[config.mk]
export PLATFORM = sky130hd
export DESIGN_NAME = sigath_top
export DESIGN_NICKNAME = d
export VERILOG_FILES = /design/src/rtl/sigath_top.v /design/src/rtl/sigath_sync.v /design/src/rtl/sigath_sticky.v
export VERILOG_INCLUDE_DIRS = /design/src /design/src/rtl
export SDC_FILE = /design/constraint.sdc
export NUM_CORES = 1
export LEC_CHECK = 0
export ABC_AREA = 0
export BUFFER_PORTS_ARGS = -buffer_cell sky130_fd_sc_hd__buf_4
export CORE_ASPECT_RATIO = 0.9
export CORE_MARGIN = 2
export CORE_UTILIZATION = 55
export CTS_CLUSTER_DIAMETER = 40
export DETAILED_ROUTE_END_ITERATION = 16
export PLACE_DENSITY_LB_ADDON = 0.15
export SLEW_MARGIN = 20
export SYNTH_ARGS = -nofsm -noshare
export SYNTH_HDL_FRONTEND = slang
export SYNTH_SLANG_ARGS = --single-unit
[constraint.sdc]
create_clock -name CLK -period 4.9 [get_ports CLK]
set_clock_uncertainty 0.1 [all_clocks]
set_input_delay 0.98 -clock CLK [delete_from_list [all_inputs] [get_ports CLK]]
set_output_delay 0.98 -clock CLK [all_outputs]
set_load 0.05 [all_outputs]
[src/rtl/sigath_map.vh]
// register map, field positions and reset values of the interrupt gather block
// assumes a 32-bit aligned word per register on an AXI4-Lite slave
`ifndef SIGATH_MAP_VH
`define SIGATH_MAP_VH
`define SIG_ADDR_W          32
`define SIG_DATA_W          32
`define SIG_OFF_ENABLE      32'hFFB00030
`define SIG_OFF_ENABLED     32'hFFB00034
`define SIG_OFF_RAW         32'hFFB00038
`define SIG_OFF_ISTAT       32'hFFB00040
`define SIG_OFF_IMASK       32'hFFB00044
`define SIG_ENABLE_RST      32'h00000000
`define SIG_ZERO32          32'h00000000
`define SIG_USED_MASK       32'hFFFFF07F
`define SIG_DMA_HI          31
`define SIG_DMA_LO          22
`define SIG_HPI_HI          21
`define SIG_HPI_LO          18
`define SIG_ETH_RX          17
`define SIG_ETH_TX          16
`define SIG_SER1_RX         15
`define SIG_SER1_TX         14
`define SIG_SER2_RX         13
`define SIG_SER2_TX         12
`define SIG_WDOG            6
`define SIG_TMR1            5
`define SIG_TMR2            4
`define SIG_GPIO_HI         3
`define SIG_GPIO_LO         0
`define SIG_EV_W            2
`define SIG_EV_RISE         0
`define SIG_EV_FALL         1
`define SIG_EV_RST          2'h0
`define SIG_RESP_OKAY       2'h0
`define SIG_RESP_SLVERR     2'h2
`endif

[src/rtl/sigath_top.v]
// interrupt gather: peripheral levels to one core interrupt, AXI4-Lite registers
// assumes sources are levels held by their modules until serviced there
`include "sigath_map.vh"
`default_nettype none
module sigath_top (
    input  wire        CLK,
    input  wire        RESET,
    input  wire [9:0]  DMA_CHANNEL_IRQ,
    input  wire [3:0]  HOST_PORT_INTERFACE_IRQ,
    input  wire        ETHERNET_CHANNEL_RX_IRQ,
    input  wire        ETHERNET_CHANNEL_TX_IRQ,
    input  wire        SERIAL_MODULE1_RX_IRQ,
    input  wire        SERIAL_MODULE1_TX_IRQ,
    input  wire        SERIAL_MODULE2_RX_IRQ,
    input  wire        SERIAL_MODULE2_TX_IRQ,
    input  wire        WATCHDOG_IRQ,
    input  wire        TIMER1_IRQ,
    input  wire        TIMER2_IRQ,
    input  wire [3:0]  THIRD_GPIO_PORT_IRQ,
    input  wire [31:0] S_AXI_AWADDR,
    input  wire [2:0]  S_AXI_AWPROT,
    input  wire        S_AXI_AWVALID,
    output reg         S_AXI_AWREADY,
    input  wire [31:0] S_AXI_WDATA,
    input  wire [3:0]  S_AXI_WSTRB,
    input  wire        S_AXI_WVALID,
    output reg         S_AXI_WREADY,
    output reg  [1:0]  S_AXI_BRESP,
    output reg         S_AXI_BVALID,
    input  wire        S_AXI_BREADY,
    input  wire [31:0] S_AXI_ARADDR,
    input  wire [2:0]  S_AXI_ARPROT,
    input  wire        S_AXI_ARVALID,
    output reg         S_AXI_ARREADY,
    output reg  [31:0] S_AXI_RDATA,
    output reg  [1:0]  S_AXI_RRESP,
    output reg         S_AXI_RVALID,
    input  wire        S_AXI_RREADY,
    output reg         CORE_IRQ,
    output reg         GATHER_EVENT_IRQ
);
    wire [31:0] src_async;
    wire [31:0] raw_sync;
    reg  [31:0] raw_reg;
    reg  [31:0] enable_reg;
    reg  [31:0] enable_next;
    reg  [31:0] enabled_view;
    reg  [`SIG_EV_W-1:0] ev_mask_reg;
    wire [`SIG_EV_W-1:0] ev_stat;
    reg  [`SIG_EV_W-1:0] ev_set;
    reg  [`SIG_EV_W-1:0] ev_clr;
    reg         core_irq_prev_reg;
    reg         core_irq_now;

    reg         aw_held_reg;
    reg  [31:0] aw_addr_reg;
    reg         w_held_reg;
    reg  [31:0] w_data_reg;
    reg  [3:0]  w_strb_reg;
    wire        wr_fire;
    reg  [1:0]  wr_resp;
    integer     i;

    // dma channels 1..10 on bits 31..22
    assign src_async[`SIG_DMA_HI:`SIG_DMA_LO] = {DMA_CHANNEL_IRQ[0], DMA_CHANNEL_IRQ[1],
        DMA_CHANNEL_IRQ[2], DMA_CHANNEL_IRQ[3], DMA_CHANNEL_IRQ[4], DMA_CHANNEL_IRQ[5],
        DMA_CHANNEL_IRQ[6], DMA_CHANNEL_IRQ[7], DMA_CHANNEL_IRQ[8], DMA_CHANNEL_IRQ[9]};
    // dma channel 3 bit
    // channel 1 is index 0, so bits 30 and 29 carry channels 2 and 3
    // host ports and ethernet
    assign src_async[`SIG_HPI_HI:`SIG_HPI_LO] = {HOST_PORT_INTERFACE_IRQ[0], HOST_PORT_INTERFACE_IRQ[1],
        HOST_PORT_INTERFACE_IRQ[2], HOST_PORT_INTERFACE_IRQ[3]};
    assign src_async[`SIG_ETH_RX] = ETHERNET_CHANNEL_RX_IRQ;
    assign src_async[`SIG_ETH_TX] = ETHERNET_CHANNEL_TX_IRQ;
    assign src_async[`SIG_SER1_RX] = SERIAL_MODULE1_RX_IRQ;
    assign src_async[`SIG_SER1_TX] = SERIAL_MODULE1_TX_IRQ;
    assign src_async[`SIG_SER2_RX] = SERIAL_MODULE2_RX_IRQ;
    assign src_async[`SIG_SER2_TX] = SERIAL_MODULE2_TX_IRQ;
    assign src_async[11:7] = 5'h00;
    assign src_async[`SIG_WDOG] = WATCHDOG_IRQ;
    assign src_async[`SIG_TMR1] = TIMER1_IRQ;
    assign src_async[`SIG_TMR2] = TIMER2_IRQ;
    assign src_async[`SIG_GPIO_HI:`SIG_GPIO_LO] = THIRD_GPIO_PORT_IRQ;

    // gpio pins arrive asynchronous; sync all for uniform latency
    sigath_sync #(
        .W (32)
    ) u_sync (
        .clk   (CLK),
        .reset (RESET),
        .d     (src_async),
        .q     (raw_sync)
    );

    always @(posedge CLK) begin
        if (RESET) begin
            raw_reg <= `SIG_ZERO32;
        end else begin
            raw_reg <= raw_sync & `SIG_USED_MASK;
        end
    end

    always @* begin
        enabled_view = raw_reg & enable_reg;
        core_irq_now = |enabled_view;
    end

    always @(posedge CLK) begin
        if (RESET) begin
            CORE_IRQ          <= 1'b0;
            core_irq_prev_reg <= 1'b0;
        end else begin
            CORE_IRQ          <= core_irq_now;
            core_irq_prev_reg <= core_irq_now;
        end
    end

    // write channel: address and data taken in either order
    assign wr_fire = aw_held_reg && w_held_reg && !S_AXI_BVALID;

    always @(posedge CLK) begin
        if (RESET) begin
            aw_held_reg   <= 1'b0;
            aw_addr_reg   <= `SIG_ZERO32;
            w_held_reg    <= 1'b0;
            w_data_reg    <= `SIG_ZERO32;
            w_strb_reg    <= 4'h0;
            S_AXI_AWREADY <= 1'b0;
            S_AXI_WREADY  <= 1'b0;
            S_AXI_BVALID  <= 1'b0;
            S_AXI_BRESP   <= `SIG_RESP_OKAY;
        end else begin
            S_AXI_AWREADY <= !aw_held_reg && !(S_AXI_AWVALID && S_AXI_AWREADY) && !S_AXI_BVALID;
            S_AXI_WREADY  <= !w_held_reg && !(S_AXI_WVALID && S_AXI_WREADY) && !S_AXI_BVALID;
            if (S_AXI_AWVALID && S_AXI_AWREADY) begin
                aw_held_reg <= 1'b1;
                aw_addr_reg <= S_AXI_AWADDR;
            end
            if (S_AXI_WVALID && S_AXI_WREADY) begin
                w_held_reg <= 1'b1;
                w_data_reg <= S_AXI_WDATA;
                w_strb_reg <= S_AXI_WSTRB;
            end
            if (wr_fire) begin
                aw_held_reg  <= 1'b0;
                w_held_reg   <= 1'b0;
                S_AXI_BVALID <= 1'b1;
                S_AXI_BRESP  <= wr_resp;
            end else if (S_AXI_BVALID && S_AXI_BREADY) begin
                S_AXI_BVALID <= 1'b0;
            end
        end
    end

    // decode of the held write
    always @* begin
        enable_next = enable_reg;
        ev_clr      = `SIG_EV_RST;
        wr_resp     = `SIG_RESP_OKAY;
        case (aw_addr_reg & 32'hFFFFFFFC)
            `SIG_OFF_ENABLE: begin
                for (i = 0; i < 4; i = i + 1) begin
                    if (w_strb_reg[i]) begin
                        enable_next[i*8 +: 8] = w_data_reg[i*8 +: 8];
                    end
                end
                enable_next = enable_next & `SIG_USED_MASK;
            end
            `SIG_OFF_ENABLED: begin
                wr_resp = `SIG_RESP_OKAY;
            end
            `SIG_OFF_RAW: begin
                wr_resp = `SIG_RESP_OKAY;
            end
            `SIG_OFF_ISTAT: begin
                if (w_strb_reg[0]) begin
                    ev_clr = w_data_reg[`SIG_EV_W-1:0];
                end
            end
            `SIG_OFF_IMASK: begin
                wr_resp = `SIG_RESP_OKAY;
            end
            default: begin
                wr_resp = `SIG_RESP_SLVERR;
            end
        endcase
        if (!wr_fire) begin
            enable_next = enable_reg;
            ev_clr      = `SIG_EV_RST;
        end
    end

    always @(posedge CLK) begin
        if (RESET) begin
            enable_reg  <= `SIG_ENABLE_RST;
            ev_mask_reg <= `SIG_EV_RST;
        end else begin
            enable_reg <= enable_next;
            if (wr_fire && ((aw_addr_reg & 32'hFFFFFFFC) == `SIG_OFF_IMASK) && w_strb_reg[0]) begin
                ev_mask_reg <= w_data_reg[`SIG_EV_W-1:0];
            end
        end
    end

    // core-line edges as sticky events; set beats clear
    always @* begin
        ev_set                = `SIG_EV_RST;
        ev_set[`SIG_EV_RISE]  = core_irq_now && !core_irq_prev_reg;
        ev_set[`SIG_EV_FALL]  = !core_irq_now && core_irq_prev_reg;
    end

    sigath_sticky #(
        .W (`SIG_EV_W)
    ) u_sticky (
        .clk   (CLK),
        .reset (RESET),
        .set   (ev_set),
        .clr   (ev_clr),
        .q     (ev_stat)
    );

    always @(posedge CLK) begin
        if (RESET) begin
            GATHER_EVENT_IRQ <= 1'b0;
        end else begin
            GATHER_EVENT_IRQ <= |(ev_stat & ev_mask_reg);
        end
    end

    // read channel, one outstanding
    always @(posedge CLK) begin
        if (RESET) begin
            S_AXI_ARREADY <= 1'b0;
            S_AXI_RVALID  <= 1'b0;
            S_AXI_RDATA   <= `SIG_ZERO32;
            S_AXI_RRESP   <= `SIG_RESP_OKAY;
        end else begin
            S_AXI_ARREADY <= !S_AXI_RVALID && !(S_AXI_ARVALID && S_AXI_ARREADY);
            if (S_AXI_ARVALID && S_AXI_ARREADY) begin
                S_AXI_RVALID <= 1'b1;
                S_AXI_RRESP  <= `SIG_RESP_OKAY;
                case (S_AXI_ARADDR & 32'hFFFFFFFC)
                    `SIG_OFF_ENABLE: begin
                        S_AXI_RDATA <= enable_reg;
                    end
                    `SIG_OFF_ENABLED: begin
                        S_AXI_RDATA <= enabled_view;
                    end
                    `SIG_OFF_RAW: begin
                        S_AXI_RDATA <= raw_reg;
                    end
                    `SIG_OFF_ISTAT: begin
                        S_AXI_RDATA <= {30'h00000000, ev_stat};
                    end
                    `SIG_OFF_IMASK: begin
                        S_AXI_RDATA <= {30'h00000000, ev_mask_reg};
                    end
                    default: begin
                        S_AXI_RDATA <= `SIG_ZERO32;
                        S_AXI_RRESP <= `SIG_RESP_SLVERR;
                    end
                endcase
            end else if (S_AXI_RVALID && S_AXI_RREADY) begin
                S_AXI_RVALID <= 1'b0;
            end
        end
    end
endmodule
`default_nettype wire

[src/rtl/sigath_sync.v]
// two-flop synchroniser for a bus of asynchronous levels
// assumes inputs come from other clock domains or pins
`default_nettype none
module sigath_sync #(
    parameter W = 32
) (
    input  wire         clk,
    input  wire         reset,
    input  wire [W-1:0] d,
    output reg  [W-1:0] q
);
    reg [W-1:0] meta_reg;
    // first stage read only by the second
    always @(posedge clk) begin
        if (reset) begin
            meta_reg <= {W{1'b0}};
            q        <= {W{1'b0}};
        end else begin
            meta_reg <= d;
            q        <= meta_reg;
        end
    end
endmodule
`default_nettype wire

[src/rtl/sigath_sticky.v]
// sticky event bits: set wins over write-one-to-clear
// assumes clear vector is a one-cycle write strobe
`default_nettype none
module sigath_sticky #(
    parameter W = 2
) (
    input  wire         clk,
    input  wire         reset,
    input  wire [W-1:0] set,
    input  wire [W-1:0] clr,
    output reg  [W-1:0] q
);
    always @(posedge clk) begin
        if (reset) begin
            q <= {W{1'b0}};
        end else begin
            q <= set | (q & ~clr);
        end
    end
endmodule
`default_nettype wire

==> flow_summary_export.csv, run 1 <==
group,metric,value,unit
global_routing,grt_pass1_vias,5709,
setup_path,worstSetupPathType,"in2reg",
layout,nets,1084,
setup_path,crit_path_end_kind,"flip-flop",
global_routing,grt_first_pass_wirelength,27800,um
timing,total_negative_setup_slacks,0,ns
synthesis,yosysWarningCount,0,
floorplanning,core_area,13300,um2
timing,timing.final.crit_period,3.00,ns
layout,diodes_inserted,0,
clocking,cts-root-to-sink-buffers,3,
layout,sequential_cell_area_in_the_final_layout,4220,um2
synthesis,top_area_cell_type_share_of_the_netlist_area,56.5,%
synthesis,ys_dominant_reg_cell,"dfxtp_1",
clocking,tritoncts,"done",
layout,final_design_area_no_fill,9500,um2
placement,finalWeightedCongestion,0.868,
clocking,ctsHoldBuffers,0,
global_routing,number_of_antenna_violations_at_the_first_check_in_global_routing,0,
routing,via_count,6036,
timing,setup_viol_count_final,0,
setup_path,worstSetupStartpointType,"input pin",
power_and_ir_drop,ir_drop,0.256,mV
routing,drt-wirelength-per-cell,15.2,um
timing,tightestPinTransition,1.04,ns
synthesis,synth-seq-cells,211,
timing,worst_slew_margin_rel,30.7,%
routing,wl,17200,um
hold_path,holdCritPathClass,"reg2reg",
clocking,cts_max_level,1,
routing,first_iter_violations,333,
layout,flow.area_growth_from_synthesis,27.2,%
synthesis,syn-instance-count,805,
placement,portBuffers,160,
layout,multiInputGateArea,2990,um2
clocking,cts_root_buffer,"clkbuf_16",
clocking,cts_repair_resizes,0,
synthesis,synth.largest_area_cell,"dfxtp_1",
setup_path,required_time_at_the_worst_slack_endpoint,5.21,ns
layout,largest_register_ff_count,30,
global_routing,grt_max_degree,70,
timing,slew_viol_final,0,
layout,post_route_cells_drive_above_1_share,21.9,%
timing,timing_hold_violations_final,0,
clocking,cts_made_buffers,24,
clocking,clkSlewWorstSetupHoldPaths,0.06,ns
floorplanning,row_count,40,
timing,max_clock_freq,0.333,GHz
synthesis,part_of_the_yosys_area_used_for_sequential_elements,56.5,%
placement,postPlaceCellArea,8680,um2
floorplanning,pin_count,183,
setup_path,arrival,3.31,ns
routing,first_pass_iters,5,
routing,drc,0,
clocking,post_cts_repair_timing_setup_buffer_count,0,
floorplanning,die_span_in_x,127,um
setup_path,cp_max_fo,25,
clocking,clock_latency,0.49,ns
floorplanning,initial_core_util,56.1,%
layout,mostFrequentLayoutCell,"dfxtp_1",
routing,vias_per_cell,5.34,
global_routing,global_route.usage.total,23.5,%
floorplanning,die_height,115,um
synthesis,synth_async_sr_flop_share,0,%
synthesis,post_synth.cell_area_avg,9.28,um2
synthesis,synth-edff-count,0,
clocking,clock-sinks,211,
synthesis,synthDistinctLibCells,45,
layout,finalCoreUtilization,71.4,%
placement,detailedPlacementHpwl,12400,um
layout,filler_cell_count,999,
flow_run,drv_cap,0,
floorplanning,fp.dieArea,14500,um2
power_and_ir_drop,power.density_cell_area,404,nW/um2
global_routing,grt_overflow,0,
timing,period_share,61.3,%
synthesis,netlist_top_cells_area,"dfxtp_1 57%, nand2_1 7.8%, nor2b_1 7.2%",
synthesis,synth.cell_area,7470,um2
routing,final_antenna_net_count,0,
status,status,"complete, no violations",
power_and_ir_drop,design_power_total,3.84,mW
power_and_ir_drop,leakage,3.99,nW
timing,rsz0062_at_grt,"false",
layout,final_cell_mix,"211 x dfxtp_1, 165 x buf_4, 154 x nand2_1",
per-stage QoR:
stage	std cells	worst slack, ns	hold WS [ns]
after floorplan	811	1.99	0.314
after global placement	1086	1.47	0.320
after detailed placement	1086	1.36	0.323
after CTS	1130	1.86	0.337
after global routing	1130	1.63	0.354
final	1130	1.90	0.334
cell families after synthesis:
logic type / synth area share, %
compound gates: 12.0
buf+inv: 3.75
mux: 4.17
flops: 56.5
other cells: 0.0502
simple gates: 23.5
cell usage after synthesis, drive strengths merged, types with 3 or more instances:
cell / number
nor4: 7
and2: 4
a221oi: 5
nand2b: 26
nor3: 4
nor2b: 86
buf: 15
dfxtp: 211
nor2: 42
a22o: 5
a21oi: 66
clkbuf: 43
nand2: 155
mux2i: 30
a22oi: 3
a32oi: 26
o21ai: 30
nand4: 14
inv: 5
critical path, cell delays in order:
cell and delay [ns]:
buf_4 0.10, or4_1 0.51, nor4_1 0.27, nand4_1 0.26, or4_1 0.91, o21ai_1 0.28
power by group:
part           switching, mW  total, mW  internal (mW)  leakage, nW
combinational          0.137      0.252          0.115         1.87
sequential            0.0291       1.80           1.77         1.72
clock                  0.698       1.79           1.09        0.404
metal layers:
metal  up-vias  wire (um)  global-route usage (%)
met5         -          0                       0
met4         0        509                    7.99
met3        38       1050                    3.41
met2       229       7990                    39.6
met1      2779       7670                    31.2
li1       2990          -                       -
cell type report:
cell class | instances | area share [%]
Clock buffer | 31 | 7.03
Clock inverter | 13 | 1.55
Inverter | 5 | 0.198
Multi-Input combinational cell | 537 | 31.5
Sequential cell | 211 | 44.5
Tap cell | 168 | 2.21
Timing Repair Buffer | 165 | 13.0
path summary, 6_finish.rpt:
check	start	end	slack [ns]	cells past startpoint
max	S_AXI_ARADDR[8]	S_AXI_RDATA[23]$_SDFFE_PP0P_	1.90	6
min	u_sync.meta_reg[21]$_SDFF_PP0_	u_sync.q[21]$_SDFF_PP0_	0.33	1
max reg2reg	S_AXI_BVALID$_SDFFE_PP0P_	enable_reg[25]$_SDFFE_PP0P_	2.22	5
min reg2reg	u_sync.meta_reg[21]$_SDFF_PP0_	u_sync.q[21]$_SDFF_PP0_	0.33	1
(Power assumes the default switching activity.)
==> inputs of run 2 (changes only) <==
CORE_UTILIZATION = 48   (was 55)
clock period = 2.7 ns   (was 4.9 ns; I/O delays follow)
==> run 2 against run 1 <==
Effect of this change: global-route usage fell by 2.6 points; register-to-register slack got worse by 1.8 ns; sequential share of layout area fell by 0.59 points; total power rose by 82%; critical path depth fell by 1; hold slack got worse by 0.20 ns; sequential cell count did not move; worst setup slack got worse by 1.5 ns; combinational power rose by 85%; clock power rose by 81%; critical path type is now reg2reg; highest routed layer unchanged.
==> flow_summary_export.csv, run 2 (synthesis gave the netlist of run 1 again) <==
group,metric,value,unit
status,status,"complete, no violations",
routing,first_iter_violations,296,
setup_path,critPathSlowestCell,"nor4b_2",
floorplanning,initial_core_util,48.7,%
setup_path,slowest_delay,0.61,ns
layout,diodes_inserted,0,
routing,wl,17400,um
layout,final_design_area_no_fill,9630,um2
clocking,clock_latency,0.51,ns
timing,rsz0062_at_grt,"false",
timing,period_share,83.8,%
timing,setup_viol_count_final,0,
setup_path,cp_max_fo,7,
floorplanning,die_height,122,um
layout,post_route_cells_drive_above_1_share,22.6,%
floorplanning,row_count,43,
timing,max_clock_freq,0.442,GHz
layout,nets,1094,
placement,detailedPlacementHpwl,12200,um
routing,drt-wirelength-per-cell,14.9,um
routing,met3WireLength,1290,um
setup_path,worst_r2r_path_depth,5,
power_and_ir_drop,design_power_total,6.98,mW
clocking,cts-root-to-sink-buffers,3,
power_and_ir_drop,power.density_cell_area,724,nW/um2
setup_path,crit_path_end_kind,"flip-flop",
routing,drc,0,
layout,final_cell_count_no_fill,1172,
clocking,cts_repair_resizes,0,
timing,slew_viol_final,0,
placement,dp.cells,1130,
layout,mostFrequentLayoutCell,"dfxtp_1",
setup_path,reg2reg_setup_slack,0.44,ns
layout,final_cell_mix,"211 x dfxtp_1, 174 x buf_4, 155 x nand2_1",
routing,top_layer,"met4",
layout,finalCoreUtilization,62.8,%
global_routing,grt_first_pass_wirelength,27400,um
clocking,tritoncts,"done",
global_routing,grt_pass1_vias,5472,
setup_path,worstSetupStartpointType,"flip-flop",
placement,portBuffers,160,
clocking,cts_made_buffers,24,
setup_path,critical_path.startpoint,"S_AXI_BVALID$_SDFFE_PP0P_",
power_and_ir_drop,leakage,4.03,nW
timing,timing_hold_violations_final,0,
timing,worst_slew_margin_rel,52.9,%
floorplanning,fp.dieArea,16600,um2
setup_path,crit-reg2reg-capture,"enable_reg[15]$_SDFFE_PP0P_",
floorplanning,die_span_in_x,136,um
setup_path,reg2reg_start,"S_AXI_BVALID$_SDFFE_PP0P_",
flow_run,drv_cap,0,
placement,finalWeightedCongestion,0.803,
clocking,ctsHoldBuffers,0,
routing,vias_per_cell,5.06,
global_routing,number_of_antenna_violations_at_the_first_check_in_global_routing,0,
routing,final_antenna_net_count,0,
hold_path,holdCritPathClass,"in2reg",
power_and_ir_drop,ir_drop,0.484,mV
clocking,clkSlewWorstSetupHoldPaths,0.06,ns
floorplanning,core_area,15300,um2
layout,flow.area_growth_from_synthesis,28.9,%
clocking,post_cts_repair_timing_setup_buffer_count,0,
clocking,clock-sinks,211,
setup_path,worstSetupPathType,"reg2reg",
global_routing,grt_overflow,0,
timing,tightestPinTransition,0.700,ns
placement,postPlaceCellArea,8810,um2
routing,first_pass_iters,5,
clocking,cts_root_buffer,"clkbuf_16",
timing,setup_ws,0.438,ns
routing,via_count,5926,
global_routing,global_route.usage.total,20.8,%
setup_path,cells_traversed_along_the_worst_timing_path,"and3b_1, nor4b_2, nand4_1, mux2i_1, nor2_1",
clocking,cts_max_level,1,
setup_path,arrival,2.54,ns
global_routing,grt_max_degree,99,
floorplanning,pin_count,183,
timing,timing.final.crit_period,2.26,ns
routing,wire_length_on_met2,7800,um
routing,detail_route.wirelength.met1,8010,um
placement,dp_worst_setup_slack,-0.0474,ns
layout,largest_register_ff_count,30,
setup_path,crit_end,"enable_reg[15]$_SDFFE_PP0P_",
setup_path,required_time_at_the_worst_slack_endpoint,2.98,ns
run 2: cell count changes in the layout (fill, tap and decap cells not counted), sizes merged:
cell / delta
buf: +10
clkbuf: -2
clkinvlp: +2
inv: -2
run 2: metal layers:
layer  vias up  track usage [%]
met2       187             32.9
met1      2703             28.8
li1       3012                -
met4         0             5.60
met3        24             5.16
met5         -                0
run 2: critical path: cells and delay by family (launching register included):
kind,cells,cell delay [ns]
flip-flops,1,0.34
multiplexers,1,0.27
AND/OR/NAND/NOR,4,1.43
run 2: worst min-delay path by stage:
stage,startpoint,to,slack (ns),cells after the start
after global placement,u_sync.meta_reg[12]$_SDFF_PP0_,u_sync.q[12]$_SDFF_PP0_,0.32,1
after floorplan,u_sync.q[0]$_SDFF_PP0_,raw_reg[0]$_SDFF_PP0_,0.31,1
after CTS,DMA_CHANNEL_IRQ[3],u_sync.meta_reg[28]$_SDFF_PP0_,0.12,2
after global routing,DMA_CHANNEL_IRQ[9],u_sync.meta_reg[22]$_SDFF_PP0_,0.13,2
final,DMA_CHANNEL_IRQ[3],u_sync.meta_reg[28]$_SDFF_PP0_,0.14,2
after detailed placement,u_sync.meta_reg[20]$_SDFF_PP0_,u_sync.q[20]$_SDFF_PP0_,0.32,1
run 2: cell type report:
type / count / area (um2)
Tap cell: 202 / 253
Sequential cell: 211 / 4220
Inverter: 5 / 18.8
Fill cell: 1328 / 5700
Timing Repair Buffer: 175 / 1330
Multi-Input combinational cell: 537 / 2990
Clock inverter: 13 / 169
Clock buffer: 29 / 649
run 2: power breakdown:
part | leakage [nW] | switching, mW | internal [mW]
Sequential | 1.72 | 0.0518 | 3.22
Clock | 0.397 | 1.30 | 1.95
Combinational | 1.92 | 0.249 | 0.216
run 2: per-stage QoR:
stage               hold WS [ns]  setup TNS (ns)
floorplan                  0.314               0
global placement           0.316         -0.0574
detailed placement         0.322          -0.230
CTS                        0.122               0
global route               0.130               0
finish                     0.138               0
==> inputs of run 3 (changes only) <==
CORE_UTILIZATION = 53   (was 48)
clock period = 2.2 ns   (was 2.7 ns; I/O delays follow)
==> run 3 against run 2 <==
Effect of this change: non-clock buffer count rose by 2; clock power rose by 34%; combinational power grew 24%; hold slack lost 0.095 ns; critical endpoint is now S_AXI_RDATA[31]$_SDFFE_PP0P_; largest cell class unchanged.
==> flow_summary_export.csv, run 3 (synthesis gave the netlist of run 1 again) <==
group,metric,value,unit
placement,portBuffers,160,
layout,final_cell_mix,"211 x dfxtp_1, 176 x buf_4, 155 x nand2_1",
placement,finalWeightedCongestion,0.921,
power_and_ir_drop,ir_drop,0.572,mV
timing,setup_viol_count_final,0,
floorplanning,core_area,13900,um2
floorplanning,pin_count,183,
timing,worst_slew_margin_rel,61.6,%
routing,final_antenna_net_count,0,
power_and_ir_drop,clkPwrFrac,48.5,%
global_routing,grt_overflow,0,
routing,wl,18100,um
timing,finalHoldWorstSlack,0.0426,ns
status,status,"complete, no violations",
setup_path,worstSetupPathType,"in2reg",
setup_path,critical_path.startpoint,"S_AXI_ARADDR[8]",
layout,largest_register_ff_count,30,
routing,via_count,6079,
setup_path,arrival,2.46,ns
timing,timing.final.crit_period,2.13,ns
placement,detailedPlacementHpwl,12800,um
timing,max_clock_freq,0.469,GHz
floorplanning,row_count,41,
power_and_ir_drop,power_frac_comb,6.5,%
global_routing,grt_max_degree,95,
global_routing,grt_first_pass_wirelength,28500,um
clocking,clock-sinks,211,
clocking,ctsHoldBuffers,0,
power_and_ir_drop,power_switching_share,21.9,%
timing,rsz0062_at_grt,"false",
setup_path,reg2reg_setup_slack,0.22,ns
floorplanning,die_height,117,um
global_routing,grt_pass1_vias,5748,
power_and_ir_drop,leakage,4.09,nW
clocking,clkSlewWorstSetupHoldPaths,0.05,ns
routing,first_pass_iters,5,
layout,mostFrequentLayoutCell,"dfxtp_1",
power_and_ir_drop,power.density_cell_area,916,nW/um2
setup_path,crit_path_end_kind,"flip-flop",
routing,vias_per_cell,5.20,
power_and_ir_drop,design_power_total,8.92,mW
routing,drc,0,
timing,slew_viol_final,0,
clocking,cts-root-to-sink-buffers,3,
power_and_ir_drop,p_sw,1.96,mW
timing,period_share,96.9,%
setup_path,reg2reg_start,"aw_addr_reg[17]$_SDFFE_PP0P_",
floorplanning,initial_core_util,53.7,%
layout,diodes_inserted,0,
floorplanning,die_span_in_x,129,um
global_routing,global_route.usage.total,23.7,%
routing,first_iter_violations,564,
power_and_ir_drop,sequential_cell_fraction_of_total_power,45.0,%
timing,total_negative_setup_slacks,0,ns
hold_path,holdCritPathClass,"in2reg",
power_and_ir_drop,internal,6.96,mW
clocking,clock_latency,0.51,ns
timing,tightestPinTransition,0.576,ns
routing,drt-wirelength-per-cell,15.5,um
setup_path,required_time_at_the_worst_slack_endpoint,2.53,ns
floorplanning,fp.dieArea,15100,um2
hold_path,start_point_of_the_worst_min_delay_path,"HOST_PORT_INTERFACE_IRQ[2]",
layout,post_route_cells_drive_above_1_share,23.1,%
clocking,cts_root_buffer,"clkbuf_16",
global_routing,number_of_antenna_violations_at_the_first_check_in_global_routing,0,
flow_run,drv_cap,0,
clocking,cts_made_buffers,26,
layout,nets,1098,
setup_path,cp_max_fo,25,
clocking,tritoncts,"done",
setup_path,worstSetupStartpointType,"input pin",
clocking,cts_max_level,1,
layout,flow.area_growth_from_synthesis,30.3,%
timing,timing_hold_violations_final,0,
[run 3: cell types whose count changed in the layout (fill, tap and decap cells not counted), sizes merged]
cell	change
clkinv	-2
bufinv	+1
buf	+2
clkbuf	+6
[run 3: through the flow]
stage | area [um2] | util (%) | worst slack (ns) | instances
6_report | 9740 | 70.1 | 0.0693 | 1170
5_1_grt | 9740 | 70.1 | 0.0210 | 1170
4_1_cts | 9730 | 70.0 | 0.118 | 1170
3_5_place_dp | 8820 | 63.5 | -0.404 | 1123
3_3_place_gp | 8820 | 63.5 | -0.353 | 1123
2_1_floorplan | 7500 | - | -0.162 | 811
[run 3: what timing repair did]
action	in CTS	in global routing
gates resized for setup	0	1
endpoints found under the hold margin	0	0
setup endpoints to repair	0	6
buffers inserted	0	0
[run 3: critical path, cell delays in order]
cell     delay, ns
buf_4         0.11
or4_1         0.55
nor4_2        0.25
nand4_1       0.21
or4_1         0.50
buf_4         0.22
o21ai_0       0.17
[run 3: cell type report]
cell class	count	area (um2)
clock buffer	35	746
inverter	5	18.8
timing repair buffer	177	1340
tap	193	241
clock inverter	12	161
sequential	211	4220
multi-input combinational	537	3010
fill	1060	4160
[run 3: metal layers]
layer / share of wire (%) / global-route usage, % / wire length (um) / vias to the layer above
met5: 0 / 0 / 0 / -
met4: 2.2 / 7.39 / 395 / 0
met3: 7.0 / 4.08 / 1270 / 28
met2: 47 / 39.0 / 8450 / 225
met1: 44 / 32.2 / 8030 / 2804
li1: - / - / - / 3022
[run 3: worst paths after layout]
| check | to | cells past startpoint |
|---|---|---|
| worst min register to register | raw_reg[15]$_SDFF_PP0_ | 1 |
| worst min-delay path | u_sync.meta_reg[19]$_SDFF_PP0_ | 2 |
| worst max register to register | enable_reg[14]$_SDFFE_PP0P_ | 5 |
| worst max-delay path | S_AXI_RDATA[31]$_SDFFE_PP0P_ | 7 |
[run 3: power by group through the flow]
| stage | Sequential [mW] | Combinational, mW | Clock [mW] |
|---|---|---|---|
| floorplan | 4.10 | 0.301 | 0 |
| global placement | 4.09 | 0.555 | 0 |
| detailed placement | 4.10 | 0.573 | 0 |
| CTS | 4.01 | 0.576 | 4.38 |
| global route | 4.03 | 0.630 | 4.56 |
| finish | 4.01 | 0.576 | 4.33 |
